<file path="src/xfer_branch_defs.svh">
// Opcode patterns, lengths and cycle counts for the decoder
// Assumes an 8-bit opcode fetched by the core sequencer
// Functional notes
// - Accumulator loads: E8-EF 1B/1c, E5 2B/2c, E6-E7 1B/2c, 74 2B/2c
// - Register loads: F8-FF 1B/2c, A8-AF 2B/4c, 78-7F 2B/2c
// - Direct stores: F5, 88-8F 2B/3c; 85 3B/4c; 86-87 2B/4c; 75 3B/3c
// - Indirect stores: F6-F7 1B/3c, A6-A7 2B/5c, 76-77 2B/3c
// - Data pointer immediate load 90, three bytes, three cycles
// - Code byte loads 93 and 83, one byte, three cycles
// - External reads E2-E3, E0: one byte, three to ten cycles
// - External writes F2-F3, F0: one byte, four to eleven cycles
// - External moves pick one of two actions by mode bit
// - Push C0 2B/4c, pop D0 2B/3c
// - Swaps C8-CF 1B/2c, C5 2B/3c, C6-C7 1B/3c; nibble D6-D7 1B/3c
// - Jumps xxx00001 2B/3c, 02 3B/4c, 80 2B/3c, 73 1B/2c
// - Branch 60 taken only when accumulator is zero, 2B/3c
// - Branch 40 on carry set, 50 on carry clear, 2B/3c
// - Bit branches 20, 30, 10 3B/4c; 10 also clears bit
// - Compare branches B5, B4, B8-BF, B6-B7, all 3B/4c
// - Decrement branch D8-DF 2B/3c, D5 3B/4c
// - Bit ops C2 D2 B2 2B/3c; carry forms C3 D3 B3 1B/1c
// - Carry combine 82, B0, 72, A0, each 2B/2c
// - Bit to carry A2 2B/2c; carry to bit 92 2B/3c
`ifndef XFER_BRANCH_DEFS_SVH
`define XFER_BRANCH_DEFS_SVH
`define L1 2'h1
`define L2 2'h2
`define L3 2'h3
`define C1 4'h1
`define C2 4'h2
`define C3 4'h3
`define C4 4'h4
`define C5 4'h5
`define C6 4'h6
`define OP_A_DIR 8'hE5
`define OP_A_IMM 8'h74
`define OP_DIR_A 8'hF5
`define OP_DIR_DIR 8'h85
`define OP_DIR_IMM 8'h75
`define OP_DP_IMM 8'h90
`define OP_CODE_DP 8'h93
`define OP_CODE_PC 8'h83
`define OP_EXT_RD_DP 8'hE0
`define OP_EXT_WR_DP 8'hF0
`define OP_PUSH 8'hC0
`define OP_POP 8'hD0
`define OP_SWAP_DIR 8'hC5
`define OP_FAR_JUMP 8'h02
`define OP_REL_JUMP 8'h80
`define OP_JMP_IND 8'h73
`define OP_BR_ZERO 8'h60
`define OP_BR_NZERO 8'h70
`define OP_BR_CY 8'h40
`define OP_BR_NCY 8'h50
`define OP_BR_BIT 8'h20
`define OP_BR_NBIT 8'h30
`define OP_BR_BIT_CLR 8'h10
`define OP_CMP_DIR 8'hB5
`define OP_CMP_IMM 8'hB4
`define OP_DEC_DIR 8'hD5
`define OP_FAR_CALL 8'h12
`define OP_SUB_EXIT 8'h22
`define OP_INT_EXIT 8'h32
`define OP_CLR_BIT 8'hC2
`define OP_SET_BIT 8'hD2
`define OP_INV_BIT 8'hB2
`define OP_CLR_C 8'hC3
`define OP_SET_C 8'hD3
`define OP_INV_C 8'hB3
`define OP_AND_C 8'h82
`define OP_ANDN_C 8'hB0
`define OP_OR_C 8'h72
`define OP_ORN_C 8'hA0
`define OP_BIT_C 8'hA2
`define OP_C_BIT 8'h92
`define CYC_ZERO 4'h0
`endif

</file>
<file path="src/xfer_branch_pkg.sv">
// Types shared by the transfer and branch decoder
// Assumes the constants header for all figures
package xfer_branch_pkg;
    typedef enum logic [3:0] {
        CLS_NONE, CLS_XFER, CLS_EXT_RD, CLS_EXT_WR, CLS_CODE_LD, CLS_STACK,
        CLS_SWAP, CLS_JUMP, CLS_CALL, CLS_EXIT, CLS_COND, CLS_BIT
    } class_e;
    typedef enum logic [3:0] {
        CND_NONE, CND_ACC_Z, CND_ACC_NZ, CND_CY, CND_NCY,
        CND_BIT, CND_NBIT, CND_UNEQ, CND_DEC_NZ
    } cond_e;
    typedef enum logic [1:0] {
        ST_IDLE = 2'b01,
        ST_EXEC = 2'b10
    } state_e;
    // Static decode of one opcode
    typedef struct packed {
        class_e cls;
        cond_e cond;
        logic [1:0] len;
        logic [3:0] cyc;
        logic clrBit;
        logic known;
    } dec_s;
    // Condition inputs from the datapath
    typedef struct packed {
        logic accZero;
        logic carry;
        logic bitVal;
        logic unequal;
        logic decNonzero;
    } flags_s;
    // Registered result handed to the sequencer
    typedef struct packed {
        class_e cls;
        logic [1:0] len;
        logic [3:0] cyc;
        logic taken;
        logic clrBit;
        logic extRd;
        logic extWr;
        logic extAlt;
        logic known;
    } info_s;
    typedef struct packed {
        state_e st;
        logic [3:0] cnt;
        info_s info;
        logic done;
    } state_s;
endpackage

</file>
<file path="src/xfer_branch_decode.sv">
// Decoder and cycle timer for transfer, branch and bit instructions
// Assumes opcode, flags and mode bit come from logic on clk
`timescale 1ns/1ps
`include "xfer_branch_defs.svh"
module xfer_branch_decode (
    // Clock and reset
    input wire logic clk,
    input wire logic nrst,
    // Opcode request
    input wire logic opValid,
    input wire logic [7:0] opcode,
    output logic opReady,
    // Condition flags, external wait states, mode bit
    input wire xfer_branch_pkg::flags_s flags,
    input wire logic [2:0] extWait,
    input wire logic extModeSel,
    // Result
    output xfer_branch_pkg::info_s info,
    output logic busy,
    output logic done
);
    ////////////////////////////////////////////////////////////////////////
    // Opcode table lookup
    function automatic xfer_branch_pkg::dec_s mk(
        input xfer_branch_pkg::class_e c, input xfer_branch_pkg::cond_e k,
        input logic [1:0] l, input logic [3:0] y);
        mk = '{cls: c, cond: k, len: l, cyc: y, clrBit: 1'b0, known: 1'b1};
    endfunction

    function automatic xfer_branch_pkg::dec_s decode(input logic [7:0] op);
        decode = '{cls: xfer_branch_pkg::CLS_NONE, cond: xfer_branch_pkg::CND_NONE,
            len: `L1, cyc: `C1, clrBit: 1'b0, known: 1'b0};
        casez (op)
            // Accumulator loads
            8'b1110_1???: decode = mk(xfer_branch_pkg::CLS_XFER,
                xfer_branch_pkg::CND_NONE, `L1, `C1);
            `OP_A_DIR, `OP_A_IMM: decode = mk(xfer_branch_pkg::CLS_XFER,
                xfer_branch_pkg::CND_NONE, `L2, `C2);
            8'b1110_011?: decode = mk(xfer_branch_pkg::CLS_XFER,
                xfer_branch_pkg::CND_NONE, `L1, `C2);
            // Register loads
            8'b1111_1???: decode = mk(xfer_branch_pkg::CLS_XFER,
                xfer_branch_pkg::CND_NONE, `L1, `C2);
            8'b1010_1???: decode = mk(xfer_branch_pkg::CLS_XFER,
                xfer_branch_pkg::CND_NONE, `L2, `C4);
            8'b0111_1???: decode = mk(xfer_branch_pkg::CLS_XFER,
                xfer_branch_pkg::CND_NONE, `L2, `C2);
            // Direct destination stores
            `OP_DIR_A, 8'b1000_1???: decode = mk(xfer_branch_pkg::CLS_XFER,
                xfer_branch_pkg::CND_NONE, `L2, `C3);
            `OP_DIR_DIR: decode = mk(xfer_branch_pkg::CLS_XFER,
                xfer_branch_pkg::CND_NONE, `L3, `C4);
            8'b1000_011?: decode = mk(xfer_branch_pkg::CLS_XFER,
                xfer_branch_pkg::CND_NONE, `L2, `C4);
            `OP_DIR_IMM: decode = mk(xfer_branch_pkg::CLS_XFER,
                xfer_branch_pkg::CND_NONE, `L3, `C3);
            // Indirect destination stores, data pointer load and code byte loads
            8'b1111_011?: decode = mk(xfer_branch_pkg::CLS_XFER,
                xfer_branch_pkg::CND_NONE, `L1, `C3);
            8'b1010_011?: decode = mk(xfer_branch_pkg::CLS_XFER,
                xfer_branch_pkg::CND_NONE, `L2, `C5);
            8'b0111_011?: decode = mk(xfer_branch_pkg::CLS_XFER,
                xfer_branch_pkg::CND_NONE, `L2, `C3);
            `OP_DP_IMM: decode = mk(xfer_branch_pkg::CLS_XFER,
                xfer_branch_pkg::CND_NONE, `L3, `C3);
            `OP_CODE_DP, `OP_CODE_PC: decode = mk(xfer_branch_pkg::CLS_CODE_LD,
                xfer_branch_pkg::CND_NONE, `L1, `C3);
            // External memory, base cycles before wait states; stack push and pop
            `OP_EXT_RD_DP, 8'b1110_001?: decode = mk(xfer_branch_pkg::CLS_EXT_RD,
                xfer_branch_pkg::CND_NONE, `L1, `C3);
            `OP_EXT_WR_DP, 8'b1111_001?: decode = mk(xfer_branch_pkg::CLS_EXT_WR,
                xfer_branch_pkg::CND_NONE, `L1, `C4);
            `OP_PUSH: decode = mk(xfer_branch_pkg::CLS_STACK,
                xfer_branch_pkg::CND_NONE, `L2, `C4);
            `OP_POP: decode = mk(xfer_branch_pkg::CLS_STACK,
                xfer_branch_pkg::CND_NONE, `L2, `C3);
            // Swaps with the accumulator
            8'b1100_1???: decode = mk(xfer_branch_pkg::CLS_SWAP,
                xfer_branch_pkg::CND_NONE, `L1, `C2);
            `OP_SWAP_DIR: decode = mk(xfer_branch_pkg::CLS_SWAP,
                xfer_branch_pkg::CND_NONE, `L2, `C3);
            8'b1100_011?, 8'b1101_011?: decode = mk(xfer_branch_pkg::CLS_SWAP,
                xfer_branch_pkg::CND_NONE, `L1, `C3);
            // Unconditional jumps, calls and exits
            8'b???0_0001: decode = mk(xfer_branch_pkg::CLS_JUMP,
                xfer_branch_pkg::CND_NONE, `L2, `C3);
            `OP_FAR_JUMP: decode = mk(xfer_branch_pkg::CLS_JUMP,
                xfer_branch_pkg::CND_NONE, `L3, `C4);
            `OP_REL_JUMP: decode = mk(xfer_branch_pkg::CLS_JUMP,
                xfer_branch_pkg::CND_NONE, `L2, `C3);
            `OP_JMP_IND: decode = mk(xfer_branch_pkg::CLS_JUMP,
                xfer_branch_pkg::CND_NONE, `L1, `C2);
            8'b???1_0001: decode = mk(xfer_branch_pkg::CLS_CALL,
                xfer_branch_pkg::CND_NONE, `L2, `C6);
            `OP_FAR_CALL: decode = mk(xfer_branch_pkg::CLS_CALL,
                xfer_branch_pkg::CND_NONE, `L3, `C6);
            `OP_SUB_EXIT, `OP_INT_EXIT: decode = mk(xfer_branch_pkg::CLS_EXIT,
                xfer_branch_pkg::CND_NONE, `L1, `C4);
            // Conditional branches
            `OP_BR_ZERO: decode = mk(xfer_branch_pkg::CLS_COND,
                xfer_branch_pkg::CND_ACC_Z, `L2, `C3);
            `OP_BR_NZERO: decode = mk(xfer_branch_pkg::CLS_COND,
                xfer_branch_pkg::CND_ACC_NZ, `L2, `C3);
            `OP_BR_CY: decode = mk(xfer_branch_pkg::CLS_COND,
                xfer_branch_pkg::CND_CY, `L2, `C3);
            `OP_BR_NCY: decode = mk(xfer_branch_pkg::CLS_COND,
                xfer_branch_pkg::CND_NCY, `L2, `C3);
            `OP_BR_BIT, `OP_BR_BIT_CLR: decode = mk(xfer_branch_pkg::CLS_COND,
                xfer_branch_pkg::CND_BIT, `L3, `C4);
            `OP_BR_NBIT: decode = mk(xfer_branch_pkg::CLS_COND,
                xfer_branch_pkg::CND_NBIT, `L3, `C4);
            `OP_CMP_DIR, `OP_CMP_IMM, 8'b1011_1???, 8'b1011_011?:
                decode = mk(xfer_branch_pkg::CLS_COND,
                    xfer_branch_pkg::CND_UNEQ, `L3, `C4);
            8'b1101_1???: decode = mk(xfer_branch_pkg::CLS_COND,
                xfer_branch_pkg::CND_DEC_NZ, `L2, `C3);
            `OP_DEC_DIR: decode = mk(xfer_branch_pkg::CLS_COND,
                xfer_branch_pkg::CND_DEC_NZ, `L3, `C4);
            // Boolean operations
            `OP_CLR_BIT, `OP_SET_BIT, `OP_INV_BIT, `OP_C_BIT:
                decode = mk(xfer_branch_pkg::CLS_BIT,
                    xfer_branch_pkg::CND_NONE, `L2, `C3);
            `OP_CLR_C, `OP_SET_C, `OP_INV_C: decode = mk(xfer_branch_pkg::CLS_BIT,
                xfer_branch_pkg::CND_NONE, `L1, `C1);
            `OP_AND_C, `OP_ANDN_C, `OP_OR_C, `OP_ORN_C, `OP_BIT_C:
                decode = mk(xfer_branch_pkg::CLS_BIT,
                    xfer_branch_pkg::CND_NONE, `L2, `C2);
            default: ;
        endcase
        // Bit test and clear also clears the tested bit
        if (op == `OP_BR_BIT_CLR)
        begin
            decode.clrBit = 1'b1;
        end
    endfunction

    ////////////////////////////////////////////////////////////////////////
    // State and next state
    xfer_branch_pkg::state_s stateFf;
    xfer_branch_pkg::state_s nxtState;
    xfer_branch_pkg::dec_s dec;
    logic accept;
    logic taken;
    logic [3:0] cycTotal;

    // Handshake
    assign opReady = (stateFf.st == xfer_branch_pkg::ST_IDLE);
    assign accept = opValid && opReady;
    assign dec = decode(opcode);

    // Branch condition evaluation
    always_comb
    begin
        unique case (dec.cond)
            xfer_branch_pkg::CND_NONE: taken = (dec.cls != xfer_branch_pkg::CLS_NONE);
            xfer_branch_pkg::CND_ACC_Z: taken = flags.accZero;
            xfer_branch_pkg::CND_ACC_NZ: taken = !flags.accZero;
            xfer_branch_pkg::CND_CY: taken = flags.carry;
            xfer_branch_pkg::CND_NCY: taken = !flags.carry;
            xfer_branch_pkg::CND_BIT: taken = flags.bitVal;
            xfer_branch_pkg::CND_NBIT: taken = !flags.bitVal;
            xfer_branch_pkg::CND_UNEQ: taken = flags.unequal;
            xfer_branch_pkg::CND_DEC_NZ: taken = flags.decNonzero;
            default: taken = 1'b0;
        endcase
    end

    // External moves stretch by the wait states
    assign cycTotal = (dec.cls == xfer_branch_pkg::CLS_EXT_RD ||
        dec.cls == xfer_branch_pkg::CLS_EXT_WR) ?
        4'(dec.cyc + {1'b0, extWait}) : dec.cyc;

    // Sequencer
    always_comb
    begin
        nxtState = stateFf;
        nxtState.done = 1'b0;
        unique case (stateFf.st)
            xfer_branch_pkg::ST_IDLE:
            begin
                if (accept)
                begin
                    nxtState.st = xfer_branch_pkg::ST_EXEC;
                    nxtState.cnt = 4'(cycTotal - `C1);
                    nxtState.info.cls = dec.cls;
                    nxtState.info.len = dec.len;
                    nxtState.info.cyc = cycTotal;
                    nxtState.info.taken = taken;
                    nxtState.info.clrBit = dec.clrBit && flags.bitVal;
                    nxtState.info.extRd = (dec.cls == xfer_branch_pkg::CLS_EXT_RD);
                    nxtState.info.extWr = (dec.cls == xfer_branch_pkg::CLS_EXT_WR);
                    nxtState.info.extAlt = extModeSel;
                    nxtState.info.known = dec.known;
                end
            end
            xfer_branch_pkg::ST_EXEC:
            begin
                if (stateFf.cnt == `CYC_ZERO)
                begin
                    nxtState.st = xfer_branch_pkg::ST_IDLE;
                    nxtState.done = 1'b1;
                end
                else
                begin
                    nxtState.cnt = 4'(stateFf.cnt - `C1);
                end
            end
            default: nxtState.st = xfer_branch_pkg::ST_IDLE;
        endcase
    end

    // State register
    always_ff @(posedge clk or negedge nrst)
    begin
        if (!nrst)
        begin
            stateFf <= '{st: xfer_branch_pkg::ST_IDLE, cnt: '0, info: '0, done: 1'b0};
        end
        else
        begin
            stateFf <= nxtState;
        end
    end

    assign info = stateFf.info;
    assign busy = (stateFf.st == xfer_branch_pkg::ST_EXEC);
    assign done = stateFf.done;
endmodule

</file>
<file path="config.mk">
export PLATFORM = sky130hd
export DESIGN_NAME = xfer_branch_decode
export DESIGN_NICKNAME = d
export VERILOG_FILES = /design/src/xfer_branch_pkg.sv /design/src/xfer_branch_decode.sv
export VERILOG_INCLUDE_DIRS = /design/src
export SDC_FILE = /design/constraint.sdc
export NUM_CORES = 1
export LEC_CHECK = 0
export BUFFER_PORTS_ARGS = -buffer_cell sky130_fd_sc_hd__clkbuf_2
export CORE_MARGIN = 8
export CORE_UTILIZATION = 50
export DETAILED_ROUTE_END_ITERATION = 8
export GPL_TIMING_DRIVEN = 0
export PLACE_DENSITY_LB_ADDON = 0.25
export SYNTH_ARGS = -nofsm -noshare
export SYNTH_HDL_FRONTEND = slang
export SYNTH_SLANG_ARGS = --single-unit
</file>
<file path="constraint.sdc">
create_clock -name clk -period 3.7 [get_ports clk]
set_clock_uncertainty 0.2 [all_clocks]
set_input_delay 0.185 -clock clk [delete_from_list [all_inputs] [get_ports clk]]
set_output_delay 0.185 -clock clk [all_outputs]
set_load 0.05 [all_outputs]
</file>
After elaboration in Yosys (flattened, before gate mapping)
Cells that the tools add are included.
{ "totals": {"register_bits": 23, "input_bits": 20, "out_inout_bits": 19, "word_cells": 131} }
{ "op_classes": {"add_sub_neg": 3, "eq_ne": 76, "muxes": 11, "n_reduce_logical": 29} }
{ "op_table": {"columns": ["operator", "count"], "rows": [
  ["16-bit one-hot mux with 35 select lines", 1],
  ["8-bit == test, second input constant", 26],
  ["8-bit by 7-bit == test with 1-bit output, second input constant", 8],
  ["7-bit == test, second input constant", 9],
  ["5-bit == test, second input constant", 8],
  ["8-bit by 6-bit == test with 1-bit output, second input constant", 4],
  ["22-bit 2-to-1 mux", 1],
  ["2-bit OR reduction", 10],
  ["4-bit by 2-bit == test with 1-bit output, second input constant", 4],
  ["4-bit by 3-bit == test with 1-bit output, second input constant", 4],
  ["8-bit by 5-bit == test with 1-bit output, second input constant", 2],
  ["1-bit one-hot mux with 9 select lines", 1],
  ["3-bit OR reduction", 3],
  ["8-bit by 2-bit == test with 1-bit output, second input constant", 1],
  ["4-bit zero test", 2],
  ["4-bit 2-to-1 mux", 2],
  ["4-bit one-hot mux with 2 select lines", 1],
  ["4-bit OR reduction", 2],
  ["4-bit by 1-bit subtractor with 4-bit output, second input constant", 2],
  ["7-bit by 6-bit == test with 1-bit output, second input constant", 1],
  ["5-bit by 1-bit == test with 1-bit output, second input constant", 1],
  ["5-bit by 4-bit == test with 1-bit output, second input constant", 1],
  ["5-bit OR reduction", 1],
  ["4-bit by 3-bit adder with 4-bit output", 1],
  ["other kinds (16)", 23]
]} }

Depth between registers and ports, before layout
Gate-level depths: netlist of run 1.
{ "depth": {"word_depth": 9, "ltp_mapped": 17, "mapped_depth_nobuf": 14} }

Worst setup path after synthesis of run 1
Ideal clock, no wire load.
{ "synth_timing": {"path_type": "input to register", "start": "input port opcode[5]", "end": "register stateFf[19] (netlist name)", "setup_time_ns": 0.095, "arrival_ns": 3.337, "required_ns": 3.405, "slack_ns": 0.067, "path_stages": 15, "path_buffers": 1, "cell_sequence": "buf_2 and4b_1 a222oi_1 nand3b_1 a2111oi_2 nand4b_1 nand2_1 ha_1 inv_1 fa_1 xnor2_1 inv_1 a2111oi_0 a211oi_1 o31ai_1"} }
{ "synth_via": {"elab_chain_cells": 9, "word_cells_on_any_way": 84, "classes_between": "add/sub: 2; eq/ne: 61; mux: 4; reduce/logical: 17"} }
{ "synth_rtl": {"columns": ["element", "line_no", "text"], "rows": [
  ["from (decl)", "xfer_branch_decode.sv:11", "input wire logic [7:0] opcode,"],
  ["8-bit == test, or another cell as far along", "xfer_branch_decode.sv:33", "casez (op)"],
  ["5-bit OR reduction, or another cell as far along", "xfer_branch_decode.sv:33", null],
  ["16-bit one-hot mux with 35 select lines (*)", "xfer_branch_decode.sv:33", null],
  ["branches (longest 2 deep; another with 4-bit by 3-bit adder with 4-bit output)", null, null],
  ["4-bit 2-to-1 mux (*)", "xfer_branch_decode.sv:170", "dec.cls == xfer_branch_pkg::CLS_EXT_WR) ?"],
  ["4-bit by 1-bit subtractor with 4-bit output (no line) (*)", null, null],
  ["22-bit 2-to-1 mux (*)", "xfer_branch_decode.sv:181", "if (accept)"],
  ["4-bit one-hot mux with 2 select lines (*)", "xfer_branch_decode.sv:178", "unique case (stateFf.st)"],
  ["to (signal assigned)", "xfer_branch_decode.sv:217", "stateFf <= '{st: xfer_branch_pkg::ST_IDLE, cnt: '0, info: '0, done: 1'b0};"],
  ["to (signal assigned)", "xfer_branch_decode.sv:221", "stateFf <= nxtState;"],
  ["to (decl)", "xfer_branch_decode.sv:139", "xfer_branch_pkg::state_s stateFf;"]
]} }
Every way passes the cells marked *. The select of a mux whose other input is x is not followed.
A chain may end at the register's enable or synchronous reset.

Worst setup path in the final report of run 1
{ "layout_timing": {"start": "input port opcode[1]", "end": "register stateFf[19] (netlist name)"} }
{ "layout_via": {"elab_chain_cells": 9, "word_cells_on_any_way": 78, "classes_between": "add/sub: 2; eq/ne: 55; mux: 4; reduce/logical: 17"} }
{ "layout_rtl": {"columns": ["element", "line_no"], "rows": [
  ["8-bit == test, or another cell as far along", "xfer_branch_decode.sv:33"],
  ["5-bit OR reduction, or another cell as far along", "xfer_branch_decode.sv:33"],
  ["16-bit one-hot mux with 35 select lines (*)", "xfer_branch_decode.sv:33"],
  ["branches (longest 2 deep; another with 4-bit by 3-bit adder with 4-bit output)", null],
  ["4-bit 2-to-1 mux (*)", "xfer_branch_decode.sv:170"],
  ["4-bit by 1-bit subtractor with 4-bit output (no line) (*)", null],
  ["22-bit 2-to-1 mux (*)", "xfer_branch_decode.sv:181"],
  ["4-bit one-hot mux with 2 select lines (*)", "xfer_branch_decode.sv:178"]
]} }
Marked as above.

==> metrics.sh, run 1 <==
DRV_CAP=0
FINALWIRELENGTH_UM=8000
PLACEDINSTANCEAREA_MM2=0.00281
MOSTFREQUENTLAYOUTCELLS='sky130_fd_sc_hd__nand2_1, sky130_fd_sc_hd__clkbuf_2, sky130_fd_sc_hd__buf_4'
STATUS='complete, no violations'
FIN_CRIT_SH=0.967
FINALWORSTSETUPSLACK_PS=123
LAYOUT.CORE_UTILIZATION=0.605
NETS=401
NUM-FILL-CELLS=477
SYNTH_TOP_CELL_AREA_SHARE=0.217
REGAREA_UM2=577
MOST_USED_FLIP_FLOP_CELL_AFTER_SYNTHESIS='sky130_fd_sc_hd__dfrtp_1'
ROWS=26
FINAL.SETUP.TNS_PS=0
TIMING_MAX_TRANSITION_VIOLATIONS_FINAL=0
FINALCRITICALPERIOD_PS=3580
DP_WORST_SETUP_SLACK_PS=-950
SYNTH.YOSYS.WARNINGS=0
ROUTED_VIA_DENSITY=6.39
FINALHOLDVIOLATIONS=0
POST_SYNTH_INST_COUNT=325
VIA_COUNT_OF_THE_FIRST_GLOBAL_ROUTING_PASS=2560
FINAL_HPWL_FROM_DETAILED_PLACEMENT_UM=6210
GRT_ANTENNA_BEFORE_REPAIR=0
HOLD_PATH_CLASS='in2reg'
DRC_ERRORS=0
CRIT_PATH_END_KIND='flip-flop'
VDD_IR_DROP_MAX_uV=348
SETUP.WORST_PATH.START_CLASS='input port'
PORT_BUFFERS=38
DRT_PASS1_ITERATIONS=5
SYNTH_FP_NETS=351
POWER.DENSITY_CELL_AREA_mW_PER_MM2=477
PIN_SLEW_WITH_THE_LEAST_HEADROOM_TO_ITS_LIMIT_PS=782
SYN2LAYOUT_AREA_GROWTH_PCT=19.5
CTS-BUFFERS-INSERTED=3
SYNTHTOPCELLSBYAREA='sky130_fd_sc_hd__dfrtp_1, sky130_fd_sc_hd__nand2_1, sky130_fd_sc_hd__buf_4'
ROUTED_WIRE_LENGTH_PER_INSTANCE_UM=18.0
SYNTH_LARGEST_AREA_CELL='sky130_fd_sc_hd__dfrtp_1'
VIA_COUNT=2836
SETUP_VIOLATION_TOTAL_IN_THE_FINAL_TIMING_REPORT=0
POST_SYNTH.CELL_AREA_AVG_UM2=7.80
CLKSINKCOUNT=23
MULTI_INPUT_LOGIC_AREA_MM2=0.00177
CTS_HTREE_LEVELS=1
TRACK_USAGE=0.207
CP_DATA_ARRIVAL_TIME_PS=3550
INSERTEDDIODECOUNT=0
CLK_PIN_SLEW_PS=80
GRT_PASS1_WL_UM=12500
CTS_ROOT_BUF='sky130_fd_sc_hd__clkbuf_8'
MAXIMUM_FANOUT_ALONG_THE_WORST_PATH=9
CRITICAL_PATH_REQUIRED_PS=3670
FLOORPLAN.INITIALDENSITY=0.506
FLOORPLAN.IO_PINS=39
FINALWEIGHTEDCONGESTION=0.984
SYNTH.CELL_AREA_MM2=0.00253
HOLDWS_PS=90.7
ASYNC_RESET_FF_FRAC=1.00
PATH_CLASS='in2reg'
LAYOUT-DRIVE-GT1-SHARE=0.281
SYNTH-EDFF-COUNT=0
NETLIST-CELL-TYPE-COUNT=74
DETAIL_ROUTE_ANTENNA_NETS=0
YS_SEQ_AREA_FRAC=0.228
MAXCLOCKFREQUENCY_GHz=0.280
INITIAL_DETAILED_ROUTING_VIOLATION_COUNT=252
GRT_START_MAX_NET_PINS=24
PLACEABLECOREAREA_MM2=0.00501
DIE_WIDTH_UM=87.2
DIE_AREA_MM2=0.00760
STATIC_LEAKAGE_nW=1.40
FIN_AREA_MM2=0.00303
DIE_HEIGHT_UM=87.2
CLOCK_LATENCY_PS=260
GRT_OVERFLOW_TOTAL=0
WORST_SLEW_MARGIN_RELATIVE_TO_ITS_LIMIT=0.471
CTS_BUFFER_DEPTH=2
TRITONCTS='yes'
YOSYS_REGISTER_BITS=23
-- logic make-up (layout without fill, tap and decap cells) --
logic type,after synthesis,in the layout,share of synthesized area
multiplexers,2,2,0.00839
AO/OA/AOI/OAI,99,99,0.282
adder cells (fa/ha/maj),6,6,0.0326
flip-flops,23,23,0.228
XOR/XNOR,3,3,0.0104
AND/OR/NAND/NOR,142,142,0.329
buffers and inverters,50,99,0.110
-- worst paths after layout --
path,start,cells after the start,to,slack (ps)
max in group asynchronous,nrst,2,stateFf[21]$_DFFE_PN1P_,2700
min in group asynchronous,nrst,2,done$_DFF_PN0_,230
worst min-delay path,opcode[7],3,info[3]$_DFFE_PN0P_,90
worst max register to register,stateFf[21]$_DFFE_PN1P_,6,info[10]$_DFFE_PN0P_,1580
worst max-delay path,opcode[1],15,stateFf[19]$_DFFE_PN0P_,120
worst min register to register,info[14]$_DFFE_PN0P_,2,info[14]$_DFFE_PN0P_,280
-- critical path: stages --
cell and delay, ps:
sky130_fd_sc_hd__clkbuf_2 170, sky130_fd_sc_hd__nand2b_1 300, sky130_fd_sc_hd__o32ai_2 160, sky130_fd_sc_hd__a211oi_1 510, sky130_fd_sc_hd__nor4bb_4 370, sky130_fd_sc_hd__nand4b_1 170, sky130_fd_sc_hd__nand2_1 90, sky130_fd_sc_hd__ha_1 160
sky130_fd_sc_hd__inv_1 60, sky130_fd_sc_hd__fa_1 410, sky130_fd_sc_hd__xnor2_2 180, sky130_fd_sc_hd__inv_1 110, sky130_fd_sc_hd__a2111oi_4 380, sky130_fd_sc_hd__a211oi_2 90, sky130_fd_sc_hd__o31ai_1 200
-- area by class of cell --
class | instances | area share
Multi-Input combinational cell | 252 | 0.584
Sequential cell | 23 | 0.190
Timing Repair Buffer | 46 | 0.0843
Buffer | 37 | 0.0822
Tap cell | 70 | 0.0289
Inverter | 12 | 0.0149
Clock buffer | 3 | 0.0136
Clock inverter | 1 | 0.00165
-- metrics by stage --
stage | cells | total power, mW
floorplan | 325 | 1.07
global placement | 433 | 1.25
detailed placement | 433 | 1.27
CTS | 442 | 1.43
global route | 444 | 1.53
finish | 444 | 1.45
-- routing by layer --
layer,routed length (µm),part of all wire,vias up,global-route usage
li1,-,-,1318,-
met4,320,0.040,0,0.116
met3,724,0.090,42,0.0245
met5,0,0,-,0
met1,3220,0.40,1294,0.256
met2,3740,0.47,182,0.338
-- repair_timing --
item | CTS | global route
endpoints found under the hold margin | 23 | 0
hold buffers | 2 | 0
gates resized for setup | 5 | 21
setup buffers | 3 | 3
pin swaps | 2 | 6
setup endpoints to repair | 4 | 3
-- cell usage after synthesis, types with 3 or more instances --
master,count
sky130_fd_sc_hd__nor2_1,17
sky130_fd_sc_hd__o21ai_0,15
sky130_fd_sc_hd__a2111oi_0,5
sky130_fd_sc_hd__a31oi_1,4
sky130_fd_sc_hd__a211oi_1,8
sky130_fd_sc_hd__nand3_1,8
sky130_fd_sc_hd__clkbuf_1,7
sky130_fd_sc_hd__a21oi_1,18
sky130_fd_sc_hd__nor3_1,7
sky130_fd_sc_hd__nand2b_1,12
sky130_fd_sc_hd__a211o_1,5
sky130_fd_sc_hd__o31ai_1,5
sky130_fd_sc_hd__buf_2,10
sky130_fd_sc_hd__dfrtp_1,22
sky130_fd_sc_hd__or2_2,3
sky130_fd_sc_hd__and2_1,3
sky130_fd_sc_hd__and3_1,6
sky130_fd_sc_hd__nor3b_1,3
sky130_fd_sc_hd__a32o_1,3
sky130_fd_sc_hd__nor4_1,5
sky130_fd_sc_hd__ha_1,5
sky130_fd_sc_hd__buf_4,19
sky130_fd_sc_hd__nand3b_1,8
sky130_fd_sc_hd__o22ai_1,5
sky130_fd_sc_hd__inv_1,12
sky130_fd_sc_hd__nand2_1,39
sky130_fd_sc_hd__nor2b_1,6
-- state kept, by name (all words and copies together) (netlist names) --
register / flops
info: 16
stateFf: 6
done: 1
-- power by group --
group | leakage, nW | total [mW] | switching (mW) | internal [mW]
logic | 1.08 | 0.887 | 0.587 | 0.300
registers | 0.292 | 0.405 | 0.0568 | 0.348
clock network | 0.0255 | 0.154 | 0.0788 | 0.0752
(Power assumes the default switching activity.)
==> inputs of run 2 (changes only) <==
CORE_UTILIZATION = 30   (was 50)
==> run 2 against run 1 <==
Net effect: final cell count increased by 7.2%; fmax increased by 1.6%; flip-flop and latch count unchanged; non-clock buffer count decreased by 3; power decreased by 0.91%; sequential share of layout area decreased by 0.063 points; critical path type unchanged; critical endpoint unchanged.
==> metrics.sh, run 2 (same netlist as run 1, synthesis figures left out) <==
FINALWORSTSETUPSLACK_PS=180
DETAIL_ROUTE_ANTENNA_NETS=0
SYN2LAYOUT_AREA_GROWTH_PCT=19.9
TRACK_USAGE=0.143
CRIT_PATH_START='opcode[2]'
ROUTED_VIA_DENSITY=5.64
FINALWEIGHTEDCONGESTION=0.935
CLKSINKCOUNT=23
GLOBALROUTE.BUSIESTLAYER='met2'
POWER.DENSITY_CELL_AREA_mW_PER_MM2=471
GLOBAL_ROUTE.USAGE.MET1=0.192
VIA_COUNT_OF_THE_FIRST_GLOBAL_ROUTING_PASS=2631
GRT_OVERFLOW_TOTAL=0
REG2REG_DEPTH=6
ROWS=33
STATUS='complete, no violations'
WORST_SLEW_MARGIN_RELATIVE_TO_ITS_LIMIT=0.514
FINAL.SETUP.TNS_PS=0
CTS-BUFFERS-INSERTED=3
GRT_PASS1_WL_UM=13500
DP_WORST_SETUP_SLACK_PS=-963
MOSTFREQUENTLAYOUTCELLS='sky130_fd_sc_hd__clkbuf_2, sky130_fd_sc_hd__nand2_1, sky130_fd_sc_hd__buf_4'
SETUP_VIOLATION_TOTAL_IN_THE_FINAL_TIMING_REPORT=0
FIN_CRIT_SH=0.951
FINALWIRELENGTH_UM=8520
GRT_SETUP_UNREPAIRED='no'
ROUTED_WIRE_LENGTH_PER_INSTANCE_UM=17.9
PLACEDINSTANCEAREA_MM2=0.00286
GROUTE.LAYER.MET2.USAGE=0.230
CPMAXSTAGEDELAYCELL='sky130_fd_sc_hd__nor2_1'
GR-USAGE-MET3=0.0162
INITIAL_DETAILED_ROUTING_VIOLATION_COUNT=218
NUM-FILL-CELLS=894
FINALCRITICALPERIOD_PS=3520
VDD_IR_DROP_MAX_uV=269
CRITICAL_PATH_REQUIRED_PS=3670
CLK_PIN_SLEW_PS=80
DIE_AREA_MM2=0.0116
CRIT_PATH_MAX_INCR_DELAY_PS=570
GRT_ANTENNA_BEFORE_REPAIR=0
RRSETUPSLACK_PS=1620
CTS_HTREE_LEVELS=1
FINAL_HPWL_FROM_DETAILED_PLACEMENT_UM=6710
PATH_DEPTH=16
CRIT_PATH_END_KIND='flip-flop'
PATH_CLASS='in2reg'
WORSTREG2REGSTART='stateFf[21]$_DFFE_PN1P_'
VIA_COUNT=2686
DRV_CAP=0
DRC_ERRORS=0
CTS_ROOT_BUF='sky130_fd_sc_hd__clkbuf_8'
FLOORPLAN.INITIALDENSITY=0.309
CRITICAL_PATH.CELL_CHAIN='clkbuf_2 > buf_2 > nor2_1 > nand2_1 > a21oi_1 > a2111oi_4 > nand4b_1 > nand2_1 > ha_1 > inv_1 > fa_2 > mux2_2 > ha_1 > inv_1 > a211oi_1 > o31ai_1'
LARGEST_REG_FLOPS=16
CRITPATHCAPTURE='stateFf[19]$_DFFE_PN0P_'
CP_DATA_ARRIVAL_TIME_PS=3490
GRT_START_MAX_NET_PINS=24
HOLD_PATH_CLASS='in2reg'
FIN_AREA_MM2=0.00304
DIE_HEIGHT_UM=108
TIMING_MAX_TRANSITION_VIOLATIONS_FINAL=0
MAXCLOCKFREQUENCY_GHz=0.284
CLOCK_LATENCY_PS=260
FLOORPLAN.IO_PINS=39
PIN_SLEW_WITH_THE_LEAST_HEADROOM_TO_ITS_LIMIT_PS=726
STATIC_LEAKAGE_nW=1.37
MOSTFREQUENTLAYOUTCELL='sky130_fd_sc_hd__clkbuf_2'
NETS=398
WORST_PATH_DOMINANT_CELL_FAMILY='simple AND/OR/NAND/NOR gates'
TRITONCTS='yes'
PORT_BUFFERS=38
DRT_PASS1_ITERATIONS=5
CTS_BUFFER_DEPTH=2
MAXIMUM_FANOUT_ALONG_THE_WORST_PATH=10
LAYOUT-DRIVE-GT1-SHARE=0.278
SETUP.WORST_PATH.START_CLASS='input port'
CP_NUM_BUF_INV=4
FINALHOLDVIOLATIONS=0
INSERTEDDIODECOUNT=0
PLACEABLECOREAREA_MM2=0.00822
DIE_WIDTH_UM=108
ENDPOINT_OF_THE_WORST_REGISTER_TO_REGISTER_PATH='info[10]$_DFFE_PN0P_'
-- run 2: cell types whose count changed in the layout (fill, tap and decap cells not counted), sizes merged --
cell	delta
buf	-1
clkbuf	-1
clkinv	-1
-- run 2: what timing repair did --
action / in CTS / in global routing
setup buffers: 3 / 1
resized for setup: 6 / 18
endpoints found under the hold margin: 23 / 0
pin swaps: 4 / 7
hold buffers: 2 / 0
setup endpoints to repair: 4 / 3
-- run 2: per-stage QoR --
| step | instances | total power, mW | hold slack [ps] | util |
|---|---|---|---|---|
| CTS | 477 | 1.44 | 119 | 0.362 |
| global route | 476 | 1.54 | 157 | 0.370 |
| floorplan | 325 | 1.07 | -311 | - |
| finish | 476 | 1.43 | 131 | 0.370 |
| detailed placement | 468 | 1.27 | 9.57 | 0.348 |
| global placement | 468 | 1.26 | 13.6 | 0.348 |
-- run 2: worst min-delay path by stage --
stage / startpoint / to / slack (ps) / cells past startpoint
2_1_floorplan: nrst / done$_DFF_PN0_ / -310 / 0
3_3_place_gp: nrst / done$_DFF_PN0_ / 10 / 1
3_5_place_dp: nrst / done$_DFF_PN0_ / 10 / 1
4_1_cts: opcode[7] / info[3]$_DFFE_PN0P_ / 120 / 3
5_1_grt: opcode[7] / info[3]$_DFFE_PN0P_ / 160 / 3
6_report: opcode[7] / info[3]$_DFFE_PN0P_ / 130 / 3
-- run 2: cell type report --
type	count	area, µm²	share of cell area
multi-input combinational	252	1770	0.582
timing repair buffer	44	240	0.0790
inverter	12	45.0	0.0148
sequential	23	577	0.190
tap	105	131	0.0432
buffer	36	233	0.0766
clock buffer	4	45.0	0.0148
-- run 2: worst reg2reg max path, cell delays in order (launching register included) --
cell and delay (ps):
sky130_fd_sc_hd__dfstp_2 530, sky130_fd_sc_hd__nor2b_1 200, sky130_fd_sc_hd__nand2_1 230, sky130_fd_sc_hd__a21oi_1 190
sky130_fd_sc_hd__nand3b_1 140, sky130_fd_sc_hd__a2111oi_0 340, sky130_fd_sc_hd__a31oi_1 130
-- run 2: metal layers --
layer  wire, µm  part of all wire
met2       3900              0.46
met3        659             0.077
met4        166             0.019
met5          0                 0
met1       3790              0.44
-- run 2: power by group --
part	internal (mW)	switching, mW
logic	0.296	0.582
clock network	0.0768	0.0758
registers	0.348	0.0537
